[config.mk]
export PLATFORM = sky130hd
export DESIGN_NAME = ipc_core
export DESIGN_NICKNAME = d
export VERILOG_FILES = /design/src/include/ipc_pkg.sv /design/src/core/ipc_ext_filter.sv /design/src/core/ipc_core.sv
export SDC_FILE = /design/constraint.sdc
export NUM_CORES = 1
export LEC_CHECK = 0
export BUFFER_PORTS_ARGS = -buffer_cell sky130_fd_sc_hd__buf_4
export CAP_MARGIN = 40
export CORE_MARGIN = 1.5
export CORE_UTILIZATION = 52
export CTS_CLUSTER_SIZE = 16
export DETAILED_ROUTE_END_ITERATION = 8
export MAX_ROUTING_LAYER = met4
export PLACE_DENSITY_LB_ADDON = 0.05
export SETUP_SLACK_MARGIN = 0.15
export SYNTH_ARGS = -nofsm -noshare
export SYNTH_HDL_FRONTEND = slang
export SYNTH_HIERARCHICAL = 1
export SYNTH_SLANG_ARGS = --single-unit
[constraint.sdc]
create_clock -name pclk -period 2.6 [get_ports pclk]
set_input_delay 0.26 -clock pclk [delete_from_list [all_inputs] [get_ports pclk]]
set_output_delay 0.26 -clock pclk [all_outputs]
set_load 0.01 [all_outputs]
[src/include/ipc_pkg.sv]
package ipc_pkg;
	// ****************************************
	// Bus geometry
	// ****************************************
	localparam int unsigned ADDR_W = 20;
	localparam int unsigned DATA_W = 32;
	localparam int unsigned REG_W  = 16;

	// ****************************************
	// Register indices (byte address = index * 4)
	// ****************************************
	localparam logic [ADDR_W-1:0] IDX_PRIORITY_SELECT = 20'h07055;
	localparam logic [ADDR_W-1:0] IDX_STATUS_SUMMARY  = 20'h070A0;
	localparam logic [ADDR_W-1:0] IDX_MISC_CONTROL    = 20'h070A8;
	localparam logic [ADDR_W-1:0] IDX_SOURCE_ENABLE   = 20'h070B0;
	localparam logic [ADDR_W-1:0] IDX_MODE_CONTROL    = 20'h070B1;
	localparam logic [ADDR_W-1:0] IDX_SERVICE_STATE   = 20'h070B2;

	// ****************************************
	// Reset values and writable masks
	// ****************************************
	localparam logic [REG_W-1:0] RST_PRIORITY_SELECT = 16'h0000;
	localparam logic [REG_W-1:0] RST_MISC_CONTROL    = 16'h0000;
	localparam logic [REG_W-1:0] RST_SOURCE_ENABLE   = 16'h0000;
	localparam logic [REG_W-1:0] MASK_PRIORITY       = 16'hEFF7;
	localparam logic [REG_W-1:0] MASK_MISC           = 16'hF800;
	localparam logic [REG_W-1:0] MASK_SRC_ENABLE     = 16'h67F7;
	localparam logic [REG_W-1:0] MASK_W1C            = 16'h9800;

	// ****************************************
	// Status bit positions
	// ****************************************
	localparam int unsigned BIT_KEY   = 15;
	localparam int unsigned BIT_UART  = 14;
	localparam int unsigned BIT_SPI   = 13;
	localparam int unsigned BIT_EXT1  = 12;
	localparam int unsigned BIT_EXT0  = 11;
	localparam int unsigned BIT_ADC   = 10;
	localparam int unsigned BIT_MCP4  = 9;
	localparam int unsigned BIT_MCP3  = 8;
	localparam int unsigned BIT_TPM2  = 7;
	localparam int unsigned BIT_PDC1  = 6;
	localparam int unsigned BIT_PDC0  = 5;
	localparam int unsigned BIT_CMT   = 4;
	localparam int unsigned BIT_OL    = 2;
	localparam int unsigned BIT_OSC   = 1;
	localparam int unsigned BIT_FAULT = 0;

	// Misc control fields, plus the nest bit of mode control
	localparam int unsigned BIT_KEY_EN   = 15;
	localparam int unsigned BIT_EXT1_RISE = 14;
	localparam int unsigned BIT_EXT0_RISE = 13;
	localparam int unsigned BIT_EXT1_EN  = 12;
	localparam int unsigned BIT_EXT0_EN  = 11;
	localparam int unsigned BIT_NEST     = 0;

	// Normal level of each status bit, 3 bits per bit position
	localparam logic [47:0] LEVEL_MAP = {3'd7, 3'd6, 3'd6, 3'd5, 3'd5, 3'd7, 3'd3, 3'd3,
	                                     3'd4, 3'd2, 3'd1, 3'd7, 3'd0, 3'd0, 3'd0, 3'd0};

	// ****************************************
	// Vector numbers and timing
	// ****************************************
	localparam logic [3:0] VEC_FAST  = 4'h8;
	localparam logic [3:0] VEC_BREAK = 4'h9;
	localparam int unsigned FILTER_SAMPLES = 4;
	localparam logic [2:0] FILTER_LAST = 3'(FILTER_SAMPLES - 1);

	typedef enum logic [1:0] {
		IPC_BUS_IDLE   = 2'b00,
		IPC_BUS_ACCESS = 2'b01,
		IPC_BUS_DONE   = 2'b10
	} ipc_bus_state_t;
endpackage : ipc_pkg

[src/core/ipc_ext_filter.sv]
`timescale 1ns/1ps
module ipc_ext_filter
	import ipc_pkg::*;
(
	// Clock and reset
	input  wire logic pclk,
	input  wire logic presetn,
	// Pin side
	input  wire logic pin,
	input  wire logic sample_en,
	input  wire logic rising_sel,
	// Event out
	output logic      edge_pulse
);
	logic       sync1_ff;
	logic       sync2_ff;
	logic       last_ff;
	logic [2:0] run_ff;
	logic       level_ff;
	logic       level_d_ff;

	// ****************************************
	// Synchroniser
	// ****************************************
	always_ff @(posedge pclk or negedge presetn) begin
		if (!presetn) begin
			sync1_ff <= 1'b0;
			sync2_ff <= 1'b0;
		end else begin
			sync1_ff <= pin;
			sync2_ff <= sync1_ff;
		end
	end

	// ****************************************
	// Glitch filter on half-rate samples
	// ****************************************
	// Level only moves after four equal samples in a row
	always_ff @(posedge pclk or negedge presetn) begin
		if (!presetn) begin
			last_ff  <= 1'b0;
			run_ff   <= 3'h0;
			level_ff <= 1'b0;
		end else if (sample_en) begin
			last_ff <= sync2_ff;
			if (sync2_ff != last_ff) begin
				run_ff <= 3'h0;
			end else if (run_ff < FILTER_LAST) begin
				run_ff <= run_ff + 3'h1;
			end
			if (sync2_ff == last_ff && run_ff >= FILTER_LAST - 3'h1) begin
				level_ff <= sync2_ff;
			end
		end
	end

	always_ff @(posedge pclk or negedge presetn) begin
		if (!presetn) begin
			level_d_ff <= 1'b0;
			edge_pulse <= 1'b0;
		end else begin
			level_d_ff <= level_ff;
			edge_pulse <= rising_sel ? (level_ff & ~level_d_ff) : (~level_ff & level_d_ff);
		end
	end
endmodule : ipc_ext_filter

[src/core/ipc_core.sv]
`timescale 1ns/1ps
module ipc_core
	import ipc_pkg::*;
(
	// APB slave
	input  wire logic              pclk,
	input  wire logic              presetn,
	input  wire logic              psel,
	input  wire logic              penable,
	input  wire logic              pwrite,
	input  wire logic [ADDR_W-1:0] paddr,
	input  wire logic [DATA_W-1:0] pwdata,
	output logic      [DATA_W-1:0] prdata,
	output logic                   pready,
	output logic                   pslverr,
	// Peripheral flags, same clock
	input  wire logic              fault_input_one,
	input  wire logic              fault_input_two,
	input  wire logic [1:0]        output_short,
	input  wire logic              overload_input_one,
	input  wire logic              overload_input_two,
	input  wire logic              clock_monitor_event,
	input  wire logic [6:0]        position_ch0_src,
	input  wire logic [6:0]        position_ch1_src,
	input  wire logic [1:0]        motor_ch3_src,
	input  wire logic [1:0]        motor_ch4_src,
	input  wire logic [2:0]        pwm_ch2_src,
	input  wire logic [1:0]        uart_src,
	input  wire logic [1:0]        spi_src,
	input  wire logic              conversion_done,
	input  wire logic [1:0]        compare_match_src,
	input  wire logic              key_change_event,
	// External pins, asynchronous
	input  wire logic              external_pin_zero,
	input  wire logic              external_pin_one,
	// Processor side
	input  wire logic              soft_break,
	input  wire logic              accept_break,
	input  wire logic              accept_fast,
	input  wire logic              accept_normal,
	input  wire logic              return_done,
	output logic                   break_req,
	output logic                   fast_req,
	output logic                   normal_req,
	output logic      [2:0]        normal_level,
	output logic      [3:0]        vector_index,
	output logic      [9:0]        service_state
);
	// ****************************************
	// Declarations
	// ****************************************
	logic [REG_W-1:0] priority_select_ff;
	logic [REG_W-1:0] misc_control_ff;
	logic [REG_W-1:0] source_enable_ff;
	logic             nest_mode_ff;
	logic [REG_W-1:0] mirror_ff;
	logic             key_flag_ff;
	logic             ext0_flag_ff;
	logic             ext1_flag_ff;
	logic             half_en_ff;
	logic             ext0_edge;
	logic             ext1_edge;
	logic [REG_W-1:0] status_word;
	logic [REG_W-1:0] enable_word;
	logic [REG_W-1:0] select_word;
	logic [7:0]       level_pend;
	logic             fast_pend;
	logic [7:0]       in_service_ff;
	logic             fast_active_ff;
	logic             break_active_ff;
	logic             break_pend_ff;
	logic [2:0]       win_level;
	logic [2:0]       top_active;
	logic             may_normal;
	logic             bus_commit;
	logic             wr_commit;
	logic [REG_W-1:0] wdata16;
	logic [REG_W-1:0] nxt_rdata;
	logic             nxt_err;
	ipc_bus_state_t   bus_state_ff;

	// Lowest set bit index, bit 0 winning
	function automatic logic [2:0] first_set(input logic [7:0] v);
		logic [2:0] idx;
		idx = 3'd7;
		for (int i = 7; i >= 0; i--) begin
			if (v[i]) begin
				idx = 3'(i);
			end
		end
		return idx;
	endfunction : first_set

	function automatic logic hit(input logic [ADDR_W-1:0] a, input logic [ADDR_W-1:0] idx);
		return a == ADDR_W'(idx << 2);
	endfunction : hit

	// ****************************************
	// Half-rate sample enable
	// ****************************************
	always_ff @(posedge pclk or negedge presetn) begin
		if (!presetn) begin
			half_en_ff <= 1'b0;
		end else begin
			half_en_ff <= ~half_en_ff;
		end
	end

	ipc_ext_filter u_ext0 (
		.pclk       (pclk),
		.presetn    (presetn),
		.pin        (external_pin_zero),
		.sample_en  (half_en_ff),
		.rising_sel (misc_control_ff[BIT_EXT0_RISE]),
		.edge_pulse (ext0_edge)
	);

	ipc_ext_filter u_ext1 (
		.pclk       (pclk),
		.presetn    (presetn),
		.pin        (external_pin_one),
		.sample_en  (half_en_ff),
		.rising_sel (misc_control_ff[BIT_EXT1_RISE]),
		.edge_pulse (ext1_edge)
	);

	// ****************************************
	// APB handshake: one wait state
	// ****************************************
	assign bus_commit = (bus_state_ff == IPC_BUS_ACCESS) & psel & penable;
	assign wr_commit  = bus_commit & pwrite & ~nxt_err;
	assign wdata16    = pwdata[REG_W-1:0];

	always_ff @(posedge pclk or negedge presetn) begin
		if (!presetn) begin
			bus_state_ff <= IPC_BUS_IDLE;
		end else begin
			case (bus_state_ff)
				IPC_BUS_IDLE:   bus_state_ff <= (psel & ~penable) ? IPC_BUS_ACCESS : IPC_BUS_IDLE;
				IPC_BUS_ACCESS: bus_state_ff <= (psel & penable) ? IPC_BUS_DONE : IPC_BUS_ACCESS;
				IPC_BUS_DONE:   bus_state_ff <= IPC_BUS_IDLE;
				default:        bus_state_ff <= IPC_BUS_IDLE;
			endcase
		end
	end

	always_comb begin
		nxt_rdata = '0;
		nxt_err   = 1'b0;
		if (hit(paddr, IDX_PRIORITY_SELECT)) begin
			nxt_rdata = priority_select_ff;
		end else if (hit(paddr, IDX_STATUS_SUMMARY)) begin
			nxt_rdata = status_word;
		end else if (hit(paddr, IDX_MISC_CONTROL)) begin
			nxt_rdata = misc_control_ff;
		end else if (hit(paddr, IDX_SOURCE_ENABLE)) begin
			nxt_rdata = source_enable_ff;
		end else if (hit(paddr, IDX_MODE_CONTROL)) begin
			nxt_rdata = {15'h0000, nest_mode_ff};
		end else if (hit(paddr, IDX_SERVICE_STATE)) begin
			nxt_rdata = {6'h00, break_active_ff, fast_active_ff, in_service_ff};
		end else begin
			nxt_err = 1'b1;
		end
	end

	always_ff @(posedge pclk or negedge presetn) begin
		if (!presetn) begin
			prdata  <= '0;
			pready  <= 1'b0;
			pslverr <= 1'b0;
		end else begin
			pready  <= bus_commit;
			pslverr <= bus_commit & nxt_err;
			prdata  <= (bus_commit & ~pwrite) ? {16'h0000, nxt_rdata} : '0;
		end
	end

	// ****************************************
	// Software registers
	// ****************************************
	always_ff @(posedge pclk or negedge presetn) begin
		if (!presetn) begin
			priority_select_ff <= RST_PRIORITY_SELECT;
			misc_control_ff    <= RST_MISC_CONTROL;
			source_enable_ff   <= RST_SOURCE_ENABLE;
			nest_mode_ff       <= 1'b0;
		end else if (wr_commit) begin
			if (hit(paddr, IDX_PRIORITY_SELECT)) begin
				priority_select_ff <= wdata16 & MASK_PRIORITY;
			end
			if (hit(paddr, IDX_MISC_CONTROL)) begin
				misc_control_ff <= wdata16 & MASK_MISC;
			end
			if (hit(paddr, IDX_SOURCE_ENABLE)) begin
				source_enable_ff <= wdata16 & MASK_SRC_ENABLE;
			end
			if (hit(paddr, IDX_MODE_CONTROL)) begin
				nest_mode_ff <= wdata16[BIT_NEST];
			end
		end
	end

	// ****************************************
	// Status summary
	// ****************************************
	// Mirrored bits follow the peripheral flags; no clear path here
	always_ff @(posedge pclk or negedge presetn) begin
		if (!presetn) begin
			mirror_ff <= '0;
		end else begin
			mirror_ff                <= '0;
			mirror_ff[BIT_FAULT]     <= fault_input_one | fault_input_two | (|output_short);
			mirror_ff[BIT_OL]        <= overload_input_one | overload_input_two;
			mirror_ff[BIT_OSC]       <= clock_monitor_event;
			mirror_ff[BIT_PDC0]      <= |position_ch0_src;
			mirror_ff[BIT_PDC1]      <= |position_ch1_src;
			mirror_ff[BIT_MCP3]      <= |motor_ch3_src;
			mirror_ff[BIT_MCP4]      <= |motor_ch4_src;
			mirror_ff[BIT_TPM2]      <= |pwm_ch2_src;
			mirror_ff[BIT_UART]      <= |uart_src;
			mirror_ff[BIT_SPI]       <= |spi_src;
			mirror_ff[BIT_ADC]       <= conversion_done;
			mirror_ff[BIT_CMT]       <= |compare_match_src;
		end
	end

	// Sticky flags: an event in the clearing cycle wins, enables ignored
	always_ff @(posedge pclk or negedge presetn) begin
		if (!presetn) begin
			key_flag_ff  <= 1'b0;
			ext0_flag_ff <= 1'b0;
			ext1_flag_ff <= 1'b0;
		end else begin
			key_flag_ff  <= key_change_event | (key_flag_ff &
			                ~(wr_commit & hit(paddr, IDX_STATUS_SUMMARY) & wdata16[BIT_KEY]));
			ext0_flag_ff <= ext0_edge | (ext0_flag_ff &
			                ~(wr_commit & hit(paddr, IDX_STATUS_SUMMARY) & wdata16[BIT_EXT0]));
			ext1_flag_ff <= ext1_edge | (ext1_flag_ff &
			                ~(wr_commit & hit(paddr, IDX_STATUS_SUMMARY) & wdata16[BIT_EXT1]));
		end
	end

	always_comb begin
		status_word            = mirror_ff & ~MASK_W1C;
		status_word[BIT_KEY]   = key_flag_ff;
		status_word[BIT_EXT0]  = ext0_flag_ff;
		status_word[BIT_EXT1]  = ext1_flag_ff;
	end

	// ****************************************
	// Routing to levels
	// ****************************************
	always_comb begin
		enable_word            = source_enable_ff & MASK_SRC_ENABLE;
		enable_word[BIT_KEY]   = misc_control_ff[BIT_KEY_EN];
		enable_word[BIT_EXT1]  = misc_control_ff[BIT_EXT1_EN];
		enable_word[BIT_EXT0]  = misc_control_ff[BIT_EXT0_EN];
		// One select bit covers both external pins
		select_word            = priority_select_ff;
		select_word[BIT_EXT1]  = priority_select_ff[BIT_EXT0];
		level_pend             = '0;
		fast_pend              = 1'b0;
		for (int i = 0; i < REG_W; i++) begin
			if (status_word[i] & enable_word[i]) begin
				if (select_word[i]) begin
					fast_pend = 1'b1;
				end else begin
					level_pend[LEVEL_MAP[i*3 +: 3]] = 1'b1;
				end
			end
		end
	end

	// ****************************************
	// Arbitration
	// ****************************************
	assign win_level  = first_set(level_pend);
	assign top_active = first_set(in_service_ff);
	// Without nesting any normal in service blocks every other normal
	assign may_normal = (|level_pend) & ~fast_active_ff & ~break_active_ff &
	                    ((in_service_ff == 8'h00) | (nest_mode_ff & (win_level < top_active)));

	always_ff @(posedge pclk or negedge presetn) begin
		if (!presetn) begin
			break_pend_ff <= 1'b0;
		end else begin
			break_pend_ff <= soft_break | (break_pend_ff & ~(accept_break & break_req));
		end
	end

	always_ff @(posedge pclk or negedge presetn) begin
		if (!presetn) begin
			break_req    <= 1'b0;
			fast_req     <= 1'b0;
			normal_req   <= 1'b0;
			normal_level <= 3'd0;
			vector_index <= 4'h0;
		end else begin
			break_req    <= break_pend_ff & ~accept_break & ~break_active_ff;
			fast_req     <= fast_pend & ~fast_active_ff & ~break_active_ff & ~accept_fast;
			normal_req   <= may_normal & ~accept_normal;
			normal_level <= win_level;
			// Same terms as the break and fast requests, so an accepted break or fast never lingers here
			if (break_pend_ff & ~accept_break & ~break_active_ff) begin
				vector_index <= VEC_BREAK;
			end else if (fast_pend & ~fast_active_ff & ~break_active_ff & ~accept_fast) begin
				vector_index <= VEC_FAST;
			end else begin
				vector_index <= {1'b0, win_level};
			end
		end
	end

	// ****************************************
	// Service tracking
	// ****************************************
	// Return always unwinds the most urgent active service
	always_ff @(posedge pclk or negedge presetn) begin
		if (!presetn) begin
			in_service_ff   <= 8'h00;
			fast_active_ff  <= 1'b0;
			break_active_ff <= 1'b0;
		end else begin
			if (return_done) begin
				if (break_active_ff) begin
					break_active_ff <= 1'b0;
				end else if (fast_active_ff) begin
					fast_active_ff <= 1'b0;
				end else if (in_service_ff != 8'h00) begin
					in_service_ff[top_active] <= 1'b0;
				end
			end
			if (accept_break & break_req) begin
				break_active_ff <= 1'b1;
			end
			if (accept_fast & fast_req) begin
				fast_active_ff <= 1'b1;
			end
			if (accept_normal & normal_req) begin
				in_service_ff[normal_level] <= 1'b1;
			end
		end
	end

	// ****************************************
	// Service state out
	// ****************************************
	always_ff @(posedge pclk or negedge presetn) begin
		if (!presetn) begin
			service_state <= 10'h000;
		end else begin
			service_state <= {break_active_ff, fast_active_ff, in_service_ff};
		end
	end
endmodule : ipc_core

==> flow_metrics.env <==
export IMPL_grt_overflow_total=0
export IMPL_crit_path_max_incr_delay_ps=430
export IMPL_netlist_area_um2=5230
export IMPL_clock_latency_ps=520
export IMPL_cts_tree="done"
export IMPL_synth_edf_count=0
export IMPL_cts_buffers=17
export IMPL_worst_setup_path_end_kind="register"
export IMPL_r2r_cells=10
export IMPL_clock_fmax_ghz=0.431
export IMPL_dieArea_um2=10700
export IMPL_grt_max_degree=74
export IMPL_port_buffers=120
export IMPL_worst_path_stages=10
export IMPL_synth_distinct_cells=63
export IMPL_firstDrtPassIters=5
export IMPL_antenna_found_initial=0
export IMPL_synth_top_cell_area_share_pct=56.0
export IMPL_rsz0062_at_grt="no"
export IMPL_htree_levels=4
export IMPL_area_growth_pct=42.0
export IMPL_run_status="completed"
export IMPL_synthArstFlopShare_pct=100
export IMPL_setup_violations=0
export IMPL_fin_ws_ps=278
export IMPL_drc=0
export IMPL_crit_path_frequent_cell="nand3b_1"
export IMPL_crit_required_ps=3030
export IMPL_power_leakage_nw=3.48
export IMPL_detail_route_wl_per_cell_um=16.8
export IMPL_drt_iter0_drc=226
export IMPL_hold_depth=4
export IMPL_clock_path_buffers=2
export IMPL_slew_headroom_pct=49.5
export IMPL_post_place_ws_ps=125
export IMPL_synth_xor_area_share_pct=0.622
export IMPL_synth_top_family_by_area="simple AND/OR/NAND/NOR gates"
export IMPL_dieWidth_um=103
export IMPL_yosys_area_share_simple_pct=16.8
export IMPL_synth_top_cells_by_area="dfrtp_1, mux2_2, a22oi_1, nand2_1, buf_4"
export IMPL_dp_hpwl_um=8670
export IMPL_yosysSeqAreaShare_pct=56.0
export IMPL_period_share_pct=89.3
export IMPL_worstPathMaxFanout=3
export IMPL_tightest_slew_ps=757
export IMPL_cts_sinks=117
export IMPL_cts_root_buf="clkbuf_8"
export IMPL_synth_avg_cell_area_um2=11.6
export IMPL_yosysTopAreaCell="dfrtp_1"
export IMPL_crit_type="reg2reg"
export IMPL_final_setup_skew_ps=7.47
export IMPL_ioPinCount=154
export IMPL_final_hold_viol_count=0
export IMPL_ys_ff_latch=117
export IMPL_fp_dieH_um=103
export IMPL_first_global_vias=4083
export IMPL_cp_slowest_cell="or3_4"
export IMPL_regArea_um2=2930
export IMPL_syn_inst=452
export IMPL_power_density_nw_per_um2=683
export IMPL_final_fill_count=650
export IMPL_peakVddDrop_mv=0.463
export IMPL_synthMuxAreaShare_pct=7.92
export IMPL_grtUsageTotal_pct=26.8
export IMPL_dr_total_vias=4290
export IMPL_hold_path_class="in2reg"
export IMPL_drive_above_1_share_pct=35.0
export IMPL_clkTransAtPathRegs_ps=50
export IMPL_synthAdderAreaFrac_pct=1.44
export IMPL_n_antenna_cell=0
export IMPL_num_rows=36
export IMPL_slew_viol_final=0
export IMPL_path_buf_inv=1
export IMPL_drv_cap=0
export IMPL_synth_compound_area_share_pct=12.5
export IMPL_crit_path_start_kind="register"
export IMPL_place_congestion=0.909
export IMPL_routed_wl_um=13200
export IMPL_via_per_inst=5.44
export IMPL_synth_flop_cell="dfrtp_1"
export IMPL_min_period_ps=2320
export IMPL_p_total_mw=5.07
export IMPL_core_area_um2=9770
export IMPL_path_delay_family="simple AND/OR/NAND/NOR gates"
export IMPL_start_util_pct=53.5
export IMPL_grt_pass1_wl_um=20300
export IMPL_nNetsFinal=750
export IMPL_setup_tns_ps=0
export IMPL_crit_chain="nand3b_1, nand4_1, or3_4, inv_1, ha_1, nand2_1, nand3b_1, a2111oi_2, o41ai_1, a211oi_1"
export IMPL_multi_input_area_um2=2120
export IMPL_worstPathArrival_ps=2750
export IMPL_synth_warnings=6
export IMPL_ant_nets=0
==> layer usage <==
metal | GRT usage [%] | part of all wire [%]
met1 | 33.9 | 42
met2 | 43.7 | 51
met3 | 6.65 | 6.5
met4 | 6.76 | 0.96
met5 | - | 0
==> worst reg2reg max path, stage by stage (launching register included) <==
cell and delay, ps:
dfrtp_1 410, nand3b_1 150, nand4_1 140, or3_4 430, inv_1 90, ha_1 240, nand2_1 80, nand3b_1 90
a2111oi_2 320, o41ai_1 130, a211oi_1 170
==> cell families (layout without fill, tap and decap cells) <==
| kind of cell | after synthesis | count (layout) |
|---|---|---|
| AND/OR/NAND/NOR | 148 | 148 |
| flip-flops | 117 | 117 |
| AO/OA/AOI/OAI | 98 | 98 |
| buffers and inverters | 43 | 231 |
| multiplexers | 37 | 37 |
| adder cells (fa/ha/maj) | 6 | 6 |
| XOR/XNOR | 2 | 2 |
| other | 1 | 16 |
==> sequential cells by signal, indices dropped and copies added, names as in the netlist, 2 cells and up <==
name and flops:
prdata 16, priority_select_ff 14, mirror_ff 12, source_enable_ff 12, service_state 10, in_service_ff 8
misc_control_ff 5, vector_index 4, normal_level 3, u_ext0/run_ff 3, u_ext1/run_ff 3, bus_state_ff 2
==> cell type report <==
| cell class | instances | share of cell area (%) |
|---|---|---|
| clock buffers | 19 | 5.82 |
| clock inverters | 11 | 2.46 |
| inverters | 16 | 0.809 |
| multi-input cells | 307 | 28.6 |
| flip-flops and latches | 117 | 39.4 |
| well taps | 133 | 2.24 |
| repair buffers | 185 | 20.6 |
==> cell usage in the layout (no fill, tap or decap), types with 4 or more instances in the layout <==
master / n
nand2_1: 36
nand3b_1: 7
clkinv_2: 5
dfrtp_1: 117
o21ai_0: 16
conb_1: 16
nor2_1: 23
nor4_1: 7
a21oi_1: 20
bufinv_16: 5
nor4b_1: 4
o31ai_1: 6
or3_1: 4
or2_2: 10
inv_1: 16
clkbuf_16: 16
nand3_1: 23
a22oi_1: 20
dlygate4sd3_1: 46
mux2_2: 35
buf_4: 137
ha_1: 6
a21o_1: 7
==> cells in the mapped netlist (7+ instances only) <==
master / instances
nor2_1: 23
a21oi_1: 20
a22oi_1: 20
nand3_1: 23
a21o_1: 7
or2_2: 10
o21ai_0: 16
nor4_1: 7
nand3b_1: 7
buf_4: 16
inv_1: 16
nand2_1: 36
dfrtp_1: 117
mux2_2: 35
==> through the flow <==
step | cells | util [%] | hold WS [ps] | cell area [µm²]
finish | 788 | 75.9 | 16.4 | 7420
global route | 788 | 75.9 | 6.13 | 7420
CTS | 787 | 75.8 | 1.10 | 7400
detailed placement | 711 | 64.7 | 299 | 6330
global placement | 711 | 64.7 | 293 | 6330
floorplan | 467 | - | -35.6 | 5280
==> report_power, final <==
| group | internal [mW] | switching (mW) |
|---|---|---|
| Sequential | 1.94 | 0.119 |
| Clock | 1.66 | 0.777 |
| Combinational | 0.315 | 0.264 |
==> worst paths after layout <==
| path | to | startpoint | slack, ps |
|---|---|---|---|
| max | normal_req$_DFF_PN0_ | mirror_ff[0]$_DFF_PN0_ | 280 |
| max in group asynchronous | prdata[8]$_DFF_PN0_ | presetn | 1500 |
| max reg2reg | normal_req$_DFF_PN0_ | mirror_ff[0]$_DFF_PN0_ | 280 |
| min | normal_req$_DFF_PN0_ | accept_normal | 20 |
| min reg2reg | u_ext1/sync2_ff$_DFF_PN0_ | u_ext1/sync1_ff$_DFF_PN0_ | 360 |
| min in group asynchronous | bus_state_ff[0]$_DFF_PN0_ | presetn | 310 |
==> repair_timing <==
action,in CTS,in global routing
setup endpoints to repair,1,1
gates resized for setup,1,2
hold buffers,46,0
endpoints found under the hold margin,92,0
setup buffers,0,1
pin swaps,0,2
(Power assumes the default switching activity.)
